[src/pecqs_pkg.sv]
// Package for the PHY extended control and quick-poll status block.
// Assumes a management frame engine outside delivers decoded register accesses.
package pecqs_pkg;
   // Register indices on the management bus
   localparam logic [4:0] PECQS_ADDR_EXT_CTRL = 5'h10;
   localparam logic [4:0] PECQS_ADDR_QSTAT = 5'h11;
   // Extended control field positions
   localparam int PECQS_EC_COW = 15;
   localparam int PECQS_EC_ADDR_LO = 6;
   localparam int PECQS_EC_SCR_TEST = 5;
   localparam int PECQS_EC_NRZI = 3;
   localparam int PECQS_EC_INV_CODE = 2;
   localparam int PECQS_EC_SCR_DIS = 0;
   // Reset values of the writable control bits
   localparam logic PECQS_RST_NRZI = 1'b1;
   localparam logic PECQS_RST_SCR_TEST = 1'b0;
   localparam logic PECQS_RST_INV_CODE = 1'b0;
   localparam logic PECQS_RST_SCR_DIS = 1'b0;
   // Quick-poll status field positions
   localparam int PECQS_QS_RATE = 15;
   localparam int PECQS_QS_DUPLEX = 14;
   localparam int PECQS_QS_PROG_LO = 11;
   localparam int PECQS_QS_SIG_LOST = 10;
   localparam int PECQS_QS_AN_DONE = 4;
   localparam int PECQS_QS_SIG_DET_N = 3;
   localparam int PECQS_QS_JABBER = 2;
   localparam int PECQS_QS_REMOTE = 1;
   localparam int PECQS_QS_LINK = 0;
   // Sticky-high event index order: lost, pll, false carrier, invalid, halt, premature, jabber, remote
   localparam int PECQS_NUM_EVT = 8;
   localparam logic [2:0] PECQS_PROG_IDLE = 3'h0;
   localparam logic [3:0] PECQS_IDLE_RUN = 4'h2;
   typedef enum logic [2:0] {
      PECQS_RX_NORMAL = 3'b001,
      PECQS_RX_ONE_IDLE = 3'b010,
      PECQS_RX_DONE = 3'b100
   } pecqs_rx_state_t;
endpackage

[src/pecqs_tx_if.sv]
// Interface carrying the transmit test-code request between modules.
// Assumes both ends share the device clock.
`timescale 1ns/100ps
interface pecqs_tx_if;
   logic clk; // Device clock, used only to sample the checks
   logic [3:0] nibble; // Transmit nibble from the MAC
   logic alt_map; // Use test-code mapping this cycle
   logic [4:0] std_sym; // Standard symbol from the coder
   logic [4:0] sym; // Chosen symbol
   modport ctrl (output clk, output nibble, output alt_map, output std_sym, input sym);
   modport map (input clk, input nibble, input alt_map, input std_sym, output sym);
endinterface

[src/pecqs_top.sv]
// Extended control and quick-poll detailed status registers of a 10/100 PHY.
// Assumes a management frame engine decodes reads/writes into one-cycle strobes.
// Behaviour
// - latch PHY address from pins at hw reset
// - software reset keeps PHY address
// - scrambler test mode forces lock loss
// - NRZ when bit zero, NRZI when one
// - test bit zero: standard 4B/5B only
// - test bit plus TX error: test mapping
// - nibbles 0-7 leading zero, 8 zero
// - nibbles 9-F use fixed test codes
// - scrambler disable bypasses scrambler and descrambler
// - scrambling only in 100 Mbps mode
// - status register read-only, reset defaults
// - rate bit follows pin or control
// - duplex bit follows pin or control
// - eight event flags latch high, default zero
// - two idles before delimiter flags premature
// - negotiation complete bit not latching
// - progress rises only, except a read reloads the current state; cleared on disable/restart
// - sticky-high flags clear on read or reset; link latch sets on read, clears on link loss or reset
// - reserved bits read zero
`timescale 1ns/100ps
module pecqs_top (
   // Clock and resets
   input wire logic clock,
   input wire logic rst,
   input wire logic hw_reset_done,
   input wire logic sw_reset,
   // Strap pins shared with status indicators
   input wire logic [4:0] addr_strap_pins,
   // Management register access
   input wire logic [4:0] reg_addr,
   input wire logic reg_wr,
   input wire logic reg_rd,
   input wire logic [15:0] reg_wdata,
   output logic [15:0] reg_rdata,
   // Mode selection
   input wire logic hw_mode,
   input wire logic rate_select_pin,
   input wire logic duplex_select_pin,
   input wire logic ctrl_rate_100,
   input wire logic ctrl_duplex_full,
   input wire logic an_enable,
   input wire logic an_restart,
   // Datapath status events
   input wire logic [2:0] an_state,
   input wire logic an_complete,
   input wire logic signal_present,
   input wire logic link_valid,
   input wire logic [pecqs_pkg::PECQS_NUM_EVT-1:0] evt_in,
   input wire logic rx_sym_valid,
   input wire logic rx_sym_idle,
   input wire logic rx_sym_end,
   // Transmit path
   input wire logic [3:0] tx_nibble,
   input wire logic tx_error,
   input wire logic [4:0] tx_std_sym,
   input wire logic tx_serial_in,
   output logic [4:0] tx_sym,
   output logic tx_serial_out,
   // Scrambler control outputs
   output logic scr_force_unlock,
   output logic scr_tx_enable,
   output logic scr_rx_enable,
   output logic [15:0] ext_ctrl_value
);
   import pecqs_pkg::*;

   ////////////////////////////////////////////////////////////////////////////
   // Extended control storage
   logic [4:0] phy_addr_reg; // Latched management address
   logic cow_reg; // One-shot override write enable
   logic scr_test_reg; // Scrambler test mode
   logic nrzi_reg; // NRZI select
   logic inv_code_reg; // Invalid-code test enable
   logic scr_dis_reg; // Scrambler disable
   logic [15:0] ext_ctrl; // Assembled read value
   logic wr_ec; // Write to extended control
   logic rd_qs; // Read of quick status
   logic soft_rst; // Software reset or bus reset

   assign wr_ec = reg_wr && (reg_addr == PECQS_ADDR_EXT_CTRL);
   assign rd_qs = reg_rd && (reg_addr == PECQS_ADDR_QSTAT);
   assign soft_rst = rst || sw_reset;

   // Address strap capture after hardware reset release
   always_ff @(posedge clock) begin
      if (rst) begin
         phy_addr_reg <= 5'h00;
      end else if (hw_reset_done) begin
         phy_addr_reg <= addr_strap_pins;
      end
   end

   // Writable control bits; software reset restores defaults
   always_ff @(posedge clock) begin
      if (soft_rst) begin
         cow_reg <= 1'b0;
         scr_test_reg <= PECQS_RST_SCR_TEST;
         nrzi_reg <= PECQS_RST_NRZI;
         inv_code_reg <= PECQS_RST_INV_CODE;
         scr_dis_reg <= PECQS_RST_SCR_DIS;
      end else if (wr_ec) begin
         cow_reg <= reg_wdata[PECQS_EC_COW];
         scr_test_reg <= reg_wdata[PECQS_EC_SCR_TEST];
         nrzi_reg <= reg_wdata[PECQS_EC_NRZI];
         inv_code_reg <= reg_wdata[PECQS_EC_INV_CODE];
         scr_dis_reg <= reg_wdata[PECQS_EC_SCR_DIS];
      end else if (reg_wr) begin
         // Override enable clears itself after any other write
         cow_reg <= 1'b0;
      end
   end

   // Read value of extended control
   always_comb begin
      ext_ctrl = 16'h0000;
      ext_ctrl[PECQS_EC_COW] = cow_reg;
      ext_ctrl[PECQS_EC_ADDR_LO +: 5] = phy_addr_reg;
      ext_ctrl[PECQS_EC_SCR_TEST] = scr_test_reg;
      ext_ctrl[PECQS_EC_NRZI] = nrzi_reg;
      ext_ctrl[PECQS_EC_INV_CODE] = inv_code_reg;
      ext_ctrl[PECQS_EC_SCR_DIS] = scr_dis_reg;
   end
   assign ext_ctrl_value = ext_ctrl;

   ////////////////////////////////////////////////////////////////////////////
   // Transmit and scrambler controls
   logic rate_100; // Selected rate
   logic nrzi_state_reg; // NRZI line level
   pecqs_tx_if tx_bus ();

   assign rate_100 = hw_mode ? rate_select_pin : ctrl_rate_100;
   assign scr_force_unlock = scr_test_reg;
   assign scr_tx_enable = rate_100 && !scr_dis_reg;
   assign scr_rx_enable = rate_100 && !scr_dis_reg;

   // NRZI toggles the line on each one
   always_ff @(posedge clock) begin
      if (soft_rst) begin
         nrzi_state_reg <= 1'b0;
         tx_serial_out <= 1'b0;
      end else begin
         nrzi_state_reg <= nrzi_state_reg ^ tx_serial_in;
         tx_serial_out <= nrzi_reg ? (nrzi_state_reg ^ tx_serial_in) : tx_serial_in;
      end
   end

   assign tx_bus.clk = clock;
   assign tx_bus.nibble = tx_nibble;
   assign tx_bus.alt_map = inv_code_reg && tx_error;
   assign tx_bus.std_sym = tx_std_sym;
   assign tx_sym = tx_bus.sym;

   // Symbol selector
   pecqs_code_map u_map (
      .tx(tx_bus.map)
   );

   ////////////////////////////////////////////////////////////////////////////
   // Quick-poll status
   logic [PECQS_NUM_EVT-1:0] evt_all; // Events including premature end
   logic [PECQS_NUM_EVT-1:0] sticky_high_flag_reg; // Latched events
   logic sticky_low_flag_reg; // Link latch
   logic [2:0] max_progress_latch_reg; // Highest negotiation state
   logic [3:0] idle_cnt_reg; // Idles seen before delimiter
   logic premature_evt; // Two idles without delimiter
   pecqs_rx_state_t rx_state_reg;
   logic [15:0] qstat; // Assembled status

   always_ff @(posedge clock) begin
      if (soft_rst) begin
         rx_state_reg <= PECQS_RX_NORMAL;
         idle_cnt_reg <= 4'h0;
      end else if (rx_sym_valid) begin
         case (rx_state_reg)
            PECQS_RX_NORMAL: begin
               // Stream in progress, watch for idle
               if (rx_sym_idle) begin
                  rx_state_reg <= PECQS_RX_ONE_IDLE;
                  idle_cnt_reg <= 4'h1;
               end
            end
            PECQS_RX_ONE_IDLE: begin
               // Second idle before end is premature
               if (rx_sym_end) begin
                  rx_state_reg <= PECQS_RX_NORMAL;
                  idle_cnt_reg <= 4'h0;
               end else if (rx_sym_idle) begin
                  rx_state_reg <= PECQS_RX_DONE;
                  idle_cnt_reg <= PECQS_IDLE_RUN;
               end else begin
                  rx_state_reg <= PECQS_RX_NORMAL;
                  idle_cnt_reg <= 4'h0;
               end
            end
            PECQS_RX_DONE: begin
               // Wait for non-idle to rearm
               if (!rx_sym_idle) begin
                  rx_state_reg <= PECQS_RX_NORMAL;
                  idle_cnt_reg <= 4'h0;
               end
            end
            default: begin
               rx_state_reg <= PECQS_RX_NORMAL;
               idle_cnt_reg <= 4'h0;
            end
         endcase
      end
   end
   assign premature_evt = rx_sym_valid && rx_sym_idle && !rx_sym_end && (rx_state_reg == PECQS_RX_ONE_IDLE);

   always_comb begin
      evt_all = evt_in;
      evt_all[5] = evt_in[5] || premature_evt;
   end

   genvar gi;
   generate
      for (gi = 0; gi < PECQS_NUM_EVT; gi++) begin : g_sticky
         always_ff @(posedge clock) begin
            if (soft_rst) begin
               sticky_high_flag_reg[gi] <= 1'b0;
            end else if (evt_all[gi]) begin
               sticky_high_flag_reg[gi] <= 1'b1;
            end else if (rd_qs) begin
               sticky_high_flag_reg[gi] <= 1'b0;
            end
         end
      end
   endgenerate

   always_ff @(posedge clock) begin
      if (soft_rst) begin
         sticky_low_flag_reg <= 1'b0;
      end else if (!link_valid) begin
         sticky_low_flag_reg <= 1'b0;
      end else if (rd_qs) begin
         sticky_low_flag_reg <= 1'b1;
      end
   end

   always_ff @(posedge clock) begin
      if (soft_rst || !an_enable || an_restart) begin
         max_progress_latch_reg <= PECQS_PROG_IDLE;
      end else if (rd_qs) begin
         max_progress_latch_reg <= an_state;
      end else if (an_state > max_progress_latch_reg) begin
         max_progress_latch_reg <= an_state;
      end
   end

   always_comb begin
      qstat = 16'h0000;
      qstat[PECQS_QS_RATE] = rate_100;
      qstat[PECQS_QS_DUPLEX] = hw_mode ? duplex_select_pin : ctrl_duplex_full;
      qstat[PECQS_QS_PROG_LO +: 3] = max_progress_latch_reg;
      // Flag zero (signal lost) sits highest, premature end lowest
      for (int b = 0; b < 6; b++) begin
         qstat[PECQS_QS_SIG_LOST - b] = sticky_high_flag_reg[b];
      end
      qstat[PECQS_QS_AN_DONE] = an_complete;
      qstat[PECQS_QS_SIG_DET_N] = !signal_present;
      qstat[PECQS_QS_JABBER] = sticky_high_flag_reg[6];
      qstat[PECQS_QS_REMOTE] = sticky_high_flag_reg[7];
      qstat[PECQS_QS_LINK] = sticky_low_flag_reg;
   end

   // Read data register; unmapped addresses read zero
   always_ff @(posedge clock) begin
      if (rst) begin
         reg_rdata <= 16'h0000;
      end else if (reg_rd) begin
         if (reg_addr == PECQS_ADDR_EXT_CTRL) begin
            reg_rdata <= ext_ctrl;
         end else if (reg_addr == PECQS_ADDR_QSTAT) begin
            reg_rdata <= qstat;
         end else begin
            reg_rdata <= 16'h0000;
         end
      end
   end

   ////////////////////////////////////////////////////////////////////////////
   // Checks
   property p_sticky_hold;
      @(posedge clock) disable iff (soft_rst) evt_all[0] |=> sticky_high_flag_reg[0];
   endproperty
   a_sticky_hold: assert property (p_sticky_hold) else $error("sticky flag missed event");
   property p_read_clear;
      @(posedge clock) disable iff (soft_rst) (rd_qs && evt_all == '0) |=> (sticky_high_flag_reg == '0);
   endproperty
   a_read_clear: assert property (p_read_clear) else $error("read did not clear flags");
   property p_addr_keep;
      @(posedge clock) disable iff (rst) (!hw_reset_done) |=> $stable(phy_addr_reg);
   endproperty
   a_addr_keep: assert property (p_addr_keep) else $error("address changed without strap");
   property p_prog_rise;
      @(posedge clock) disable iff (soft_rst)
         (an_enable && !an_restart && !rd_qs) |=> (max_progress_latch_reg >= $past(max_progress_latch_reg));
   endproperty
   a_prog_rise: assert property (p_prog_rise) else $error("progress fell");
   property p_link_low;
      @(posedge clock) disable iff (soft_rst) !link_valid |=> !sticky_low_flag_reg;
   endproperty
   a_link_low: assert property (p_link_low) else $error("link latch not low");
   property p_scr_rate;
      @(posedge clock) disable iff (rst) !rate_100 |-> !scr_tx_enable && !scr_rx_enable;
   endproperty
   a_scr_rate: assert property (p_scr_rate) else $error("scrambler on at 10 Mbps");
   property p_premature;
      @(posedge clock) disable iff (soft_rst) premature_evt |=> sticky_high_flag_reg[5];
   endproperty
   a_premature: assert property (p_premature) else $error("premature end missed");
   property p_nrz;
      @(posedge clock) disable iff (soft_rst) !nrzi_reg |=> (tx_serial_out == $past(tx_serial_in));
   endproperty
   a_nrz: assert property (p_nrz) else $error("NRZ output wrong");
   property p_rsvd;
      @(posedge clock) disable iff (rst) (ext_ctrl[14:11] == 4'h0) && !ext_ctrl[4] && !ext_ctrl[1];
   endproperty
   a_rsvd: assert property (p_rsvd) else $error("reserved bit not zero");
   c_event: cover property (@(posedge clock) evt_all[2] ##1 rd_qs);
   c_prog: cover property (@(posedge clock) max_progress_latch_reg == 3'h7);
   c_premature: cover property (@(posedge clock) premature_evt);
endmodule

[src/pecqs_code_map.sv]
// Transmit symbol selector: standard coder output or the invalid-code test mapping.
// Assumes the standard 4B/5B coder lives outside and feeds std_sym.
`timescale 1ns/100ps
module pecqs_code_map (
   // Request and answer
   pecqs_tx_if.map tx
);
   import pecqs_pkg::*;
   logic [4:0] test_sym; // Test-code symbol for the nibble

   // Test-code lookup
   always_comb begin
      case (tx.nibble)
         4'h0, 4'h1, 4'h2, 4'h3, 4'h4, 4'h5, 4'h6, 4'h7: test_sym = {1'b0, tx.nibble};
         4'h8: test_sym = 5'h00;
         4'h9: test_sym = 5'h0D;
         4'hA: test_sym = 5'h0C;
         4'hB: test_sym = 5'h11;
         4'hC: test_sym = 5'h10;
         4'hD: test_sym = 5'h19;
         4'hE: test_sym = 5'h18;
         default: test_sym = 5'h1F;
      endcase
   end

   assign tx.sym = tx.alt_map ? test_sym : tx.std_sym;

   property p_low_map;
      @(posedge tx.clk) (tx.alt_map && !tx.nibble[3]) |-> (tx.sym == {1'b0, tx.nibble});
   endproperty
   a_low_map: assert property (p_low_map) else $error("low nibble test code wrong");
   property p_std_pass;
      @(posedge tx.clk) !tx.alt_map |-> (tx.sym == tx.std_sym);
   endproperty
   a_std_pass: assert property (p_std_pass) else $error("standard symbol not passed");
endmodule

[config.mk]
export PLATFORM = sky130hd
export DESIGN_NAME = pecqs_top
export DESIGN_NICKNAME = d
export VERILOG_FILES = /design/src/pecqs_pkg.sv /design/src/pecqs_tx_if.sv /design/src/pecqs_top.sv /design/src/pecqs_code_map.sv
export SDC_FILE = /design/constraint.sdc
export NUM_CORES = 1
export LEC_CHECK = 0
export ABC_AREA = 1
export ABC_CLOCK_PERIOD_IN_PS = 1100
export BUFFER_PORTS_ARGS = -buffer_cell sky130_fd_sc_hd__buf_2
export CAP_MARGIN = 20
export CORE_MARGIN = 5
export CORE_UTILIZATION = 30
export CTS_CLUSTER_DIAMETER = 120
export DETAILED_ROUTE_END_ITERATION = 16
export GPL_TIMING_DRIVEN = 0
export SLEW_MARGIN = 20
export SYNTH_ARGS = -nofsm -noshare
export SYNTH_HDL_FRONTEND = slang
export SYNTH_SLANG_ARGS = --single-unit
[constraint.sdc]
create_clock -name clock -period 1.1 [get_ports clock]
set_input_delay 0.165 -clock clock [delete_from_list [all_inputs] [get_ports clock]]
set_output_delay 0.165 -clock clock [all_outputs]
set_load 0.1 [all_outputs]
Word level (Yosys, flattened, before mapping)
Cells that the tools add are included.
{"block": "op_classes", "n_lt_le_gt_ge": 1, "eq_ne": 21, "n_mux": 25, "n_bitwise": 2, "n_reduce_logical": 29}
{"op": "case mux 5 bit (8 select lines)", "n": 1}
{"op": "2-to-1 mux 16 bit", "n": 2}
{"op": "== test 4 bit (second input constant)", "n": 7}
{"op": "nonzero test 2 bit", "n": 10}
{"op": "2-to-1 mux 3 bit", "n": 6}
{"op": "== test 4 x 3 -> 1 bit (second input constant)", "n": 4}
{"op": "2-to-1 mux 1 bit", "n": 14}
{"op": "== test 5 bit (second input constant)", "n": 2}
{"op": "case mux 3 bit (3 select lines)", "n": 1}
{"op": "== test 4 x 2 -> 1 bit (second input constant)", "n": 2}
{"op": "OR reduction 8 bit", "n": 1}
{"op": "logical AND 1 bit", "n": 7}
{"op": "2-to-1 mux 5 bit", "n": 1}
{"op": "== test 4 x 1 -> 1 bit (second input constant)", "n": 1}
{"op": "logical NOT 1 bit", "n": 4}
{"op": "logical NOT 4 bit", "n": 1}
{"op": "logical OR 1 bit", "n": 4}
{"op": "inequality test 2 bit (second input constant)", "n": 2}
{"op": "== test 3 x 1 -> 1 bit (second input constant)", "n": 1}
{"op": "== test 3 x 2 -> 1 bit (second input constant)", "n": 1}
{"op": "== test 3 bit (second input constant)", "n": 1}
{"op": "> comparator 3 bit", "n": 1}
{"op": "AND reduction 3 bit", "n": 1}
{"op": "OR reduction 2 bit", "n": 1}
{"op": "other kinds (2)", "n": 2}
{"block": "totals", "regBits": 43, "wordCells": 98}

Longest topological paths before layout
{"block": "logic_depth", "word_depth": 5, "depth_mapped": 9, "depth_no_buf": 9}

Modules after synthesis
From an unflattened synthesis, not the netlist that was laid out.
{"block": "unflattened", "cells_unflattened": 327, "area_unflattened_um2": 2164.6}
{"mod": "pecqs_top", "n_inst": 1, "cells_each": 301, "area_each_um2": 2054.5, "seq_area_each_um2": 860.8}
{"mod": "pecqs_code_map", "n_inst": 1, "cells_each": 26, "area_each_um2": 110.1, "seq_area_each_um2": 0.0}

Least setup slack after synthesis
Ideal clock, no wire load.
{"block": "synth_timing", "path_kind": "flip-flop to output port", "from": "reg inv_code_reg", "to": "out tx_sym[4]", "arrival_ns": 2.776, "required_time_ns": 0.935, "path_slack_ns": -1.841, "path_stages_with_launch": 5, "cell_sequence": "dfxtp_1 nand2_1 inv_1 o21ai_0 o21ai_0"}
{"block": "synth_between", "elab_chain_len": 2}
{"element": "from (decl)", "line": "pecqs_top.sv:76", "source": "logic inv_code_reg;"}
{"element": "from (signal assigned)", "line": "pecqs_top.sv:108", "source": "inv_code_reg <= reg_wdata[PECQS_EC_INV_CODE];"}
{"element": "logical AND 1 bit", "line": "pecqs_top.sv:152", "source": "assign tx_bus.alt_map = inv_code_reg && tx_error;"}
{"element": "2-to-1 mux 5 bit", "line": "pecqs_code_map.sv:26", "source": "assign tx.sym = tx.alt_map ? test_sym : tx.std_sym;"}
{"element": "to (decl)", "line": "pecqs_top.sv:60", "source": "output logic [4:0] tx_sym,"}
No other way between the ends.

Worst setup path after layout
{"block": "layout_timing", "from": "reg inv_code_reg", "to": "out tx_sym[1]"}
The elaborated chain is that of the path after synthesis.

==> summary.md <==
| Metric | Value |
|---|---|
| Status | `complete, but fails checks` |
| Failing checks | `negative setup slack` |
| Reg2Reg Setup Slack | `-0.16 ns` |
| Post-Syn Instances | `326` |
| Peak supply drop | `0.6532 mV` |
| Pleak | `1.794 nW` |
| Worst Hold End | `reg_rdata[11]` |
| CTS Hold Buffers Added | `0` |
| Critical Path RT | `0.94 ns` |
| # diodes | `0` |
| Hold_sp | `rst` |
| Final period util | `129.5%` |
| Fmax | `702.2 MHz` |
| Placed cell count | `519` |
| Total track usage | `14.45%` |
| Post-DP HPWL | `4778 µm` |
| DR vias/cell | `4.434` |
| Synth unique cells | `29` |
| Routed WL | `6532 µm` |
| Setup TNS | `-2.354 ns` |
| Crit end category | `output pin` |
| Die X | `95.70 µm` |
| Max-slew violation count | `0` |
| Async SR Flop Fraction | `0%` |
| Initial Util | `30.54%` |
| Share of the synthesized area in the top cell type | `39.07%` |
| ANT nets after route | `0` |
| Worst min path class | `in -> reg` |
| Slack of the critical path | `-0.3242 ns` |
| Setup-failing EPs final | `14` |
| Mapped Area | `2203 µm²` |
| Initial antenna violation count | `0` |
| Routed vias | `2372` |
| Wire per inst | `12.21 µm` |
| Area growth syn-to-layout | `60.99%` |
| Ys Warns | `0` |
| CTS tree | `built` |
| # rows | `31` |
| PortBufs | `89` |
| Synth area leader | `dfxtp_1` |
| Most frequent cell after synthesis | `nand2_1` |
| DRT iter0 DRCs | `72` |
| Synth Flop Type | `dfxtp_1` |
| Reg2reg end | `reg_rdata[2]` |
| Placer Congestion | `0.8731` |
| Core area | `7214 µm²` |
| Layout Cells excl Fill | `535` |
| Worst Setup Start Kind | `flop` |
| Total clock sinks | `43` |
| Clock-pin slew on the worst setup and hold paths | `0.08 ns` |
| NumNets Final | `506` |
| # IOs | `108` |
| Setup CP Type | `reg -> out` |
| Die Ht | `95.70 µm` |
| Die area | `9158 µm²` |
| Final min period | `1.424 ns` |
| Maximum clock insertion buffer count | `2` |
| Max FFs per register | `16` |
| Grt ovf | `0` |
| Top post-synthesis cells by area | `dfxtp_1 39%, nand2_1 14%, inv_1 7.3%, nor2_1 6.8%, a21oi_1 5.0%` |
| Post-synth EDFFs | `0` |
| CTS Buf Count | `5` |
| H-tree depth | `2` |
| Mean Syn Cell Area | `6.759 µm²` |
| Clk root buf | `clkbuf_8` |
| Crit path DAT | `1.26 ns` |
| Worst r2r src | `inv_code_reg` |
| DRC viols | `0` |
| Max transition margin | `60.90%` |
| Worst Hold Path Cells | `2` |
| Max FO, Critical Path | `5` |
| First-pass GRT wire length | `10430 µm` |
| R2R depth | `10` |
| Clock skew | `0.009557 ns` |
| Largest net degree at the start of global routing | `13` |
| Clock latency on the worst-skew pair | `0.30 ns` |
| Layout cells sized above 1 | `46.10%` |
| Max cap viols | `0` |
| FF+latch count, synth | `43` |
| Top cells by count, synth | `85 x nand2_1, 43 x dfxtp_1, 43 x inv_1, 40 x nor2_1, 22 x a21oi_1` |
| Fin. Hold Viols | `0` |
| Worst Max-Slew Pin Slew | `0.5865 ns` |
| Post-synthesis sequential area ratio | `39.07%` |
| Vias in the first global route | `2357` |
| PD cells | `1006 nW/µm²` |
| DRT Pass-1 Iters | `4` |
| Dpl ws | `-0.3012 ns` |
| Unrepaired setup endpoints after global routing | `yes` |
worst max-delay path by stage:
stage	startpoint	endpoint	slack, ns	cells after the start
global placement	tx_nibble[1]	tx_sym[2]	-0.28	7
detailed placement	tx_nibble[0]	tx_sym[1]	-0.30	8
floorplan	ctrl_rate_100	scr_tx_enable	-0.22	5
finish	inv_code_reg	tx_sym[1]	-0.32	5
CTS	inv_code_reg	tx_sym[1]	-0.33	5
global route	inv_code_reg	tx_sym[1]	-0.39	5
critical path: stages, from the launching register on:
cell and delay (ns):
dfxtp_4 0.37, nand2_8 0.08, a21oi_2 0.04, a21oi_2 0.16
clkinvlp_4 0.13, buf_12 0.17
metrics by stage:
stage	cell area [µm²]	power, W	util, %	hold WS, ns
finish	3547	0.003569	49.17	0.07368
global route	3547	0.003741	49.17	0.06535
CTS	3468	0.003604	48.07	0.06425
detailed placement	2992	0.002493	41.47	0.3839
global placement	2992	0.002486	41.47	0.3729
floorplan	2422	0.002280	-	0.2758
logic make-up (layout without fill, tap and decap cells):
logic type	count (synthesis)	in the layout	share of synthesized area, %
fa+ha+maj	3	3	1.704
xor+xnor	1	1	0.3976
buf+inv	68	173	14.65
simple gates	169	169	34.24
flops	43	43	39.07
compound gates	41	41	9.768
other cells	1	6	0.1702
per-layer routing:
layer | routed length (µm) | vias up | GRT usage (%)
met2 | 3210 | 94 | 25.94
met1 | 2703 | 1041 | 16.68
li1 | - | 1230 | -
met5 | 0 | - | 0
met3 | 544 | 7 | 3.753
met4 | 73 | 0 | 4.502
what timing repair did:
item | 4_1_cts | 5_1_grt
endpoints found under the hold margin | 0 | 0
resized for setup | 99 | 22
endpoints found under the setup margin | 38 | 29
pin swaps | 9 | 5
setup buffers | 11 | 2
report_power, final:
part | switching [W] | total [W] | leakage [nW] | internal [W]
registers | 0.0000306 | 0.00162 | 0.365 | 0.00159
clock network | 0.000525 | 0.00102 | 0.0470 | 0.000493
logic | 0.000624 | 0.000933 | 1.38 | 0.000310
cell type report:
| cell class | instances | area, µm² |
|---|---|---|
| Fill cell | 707 | 3667 |
| Multi-Input combinational cell | 220 | 1220 |
| Sequential cell | 43 | 915.9 |
| Timing Repair Buffer | 102 | 878.3 |
| Inverter | 46 | 195.2 |
| Buffer | 18 | 126.4 |
| Tap cell | 99 | 123.9 |
| Clock buffer | 6 | 82.58 |
| Clock inverter | 1 | 5.005 |
cells in the final DEF, fill, tap and decap left out, drive strengths merged, types with 2 or more instances in the layout:
cell	Yosys	final
nand3	21	21
nand4	12	12
buf	19	117
clkbuf	3	9
clkinv	1	2
o21ai	15	15
ha	3	3
nand2	87	87
a21oi	22	22
inv	45	44
nor2	45	45
dfxtp	43	43
nand3b	2	2
conb	1	6
(Power assumes the default switching activity.)
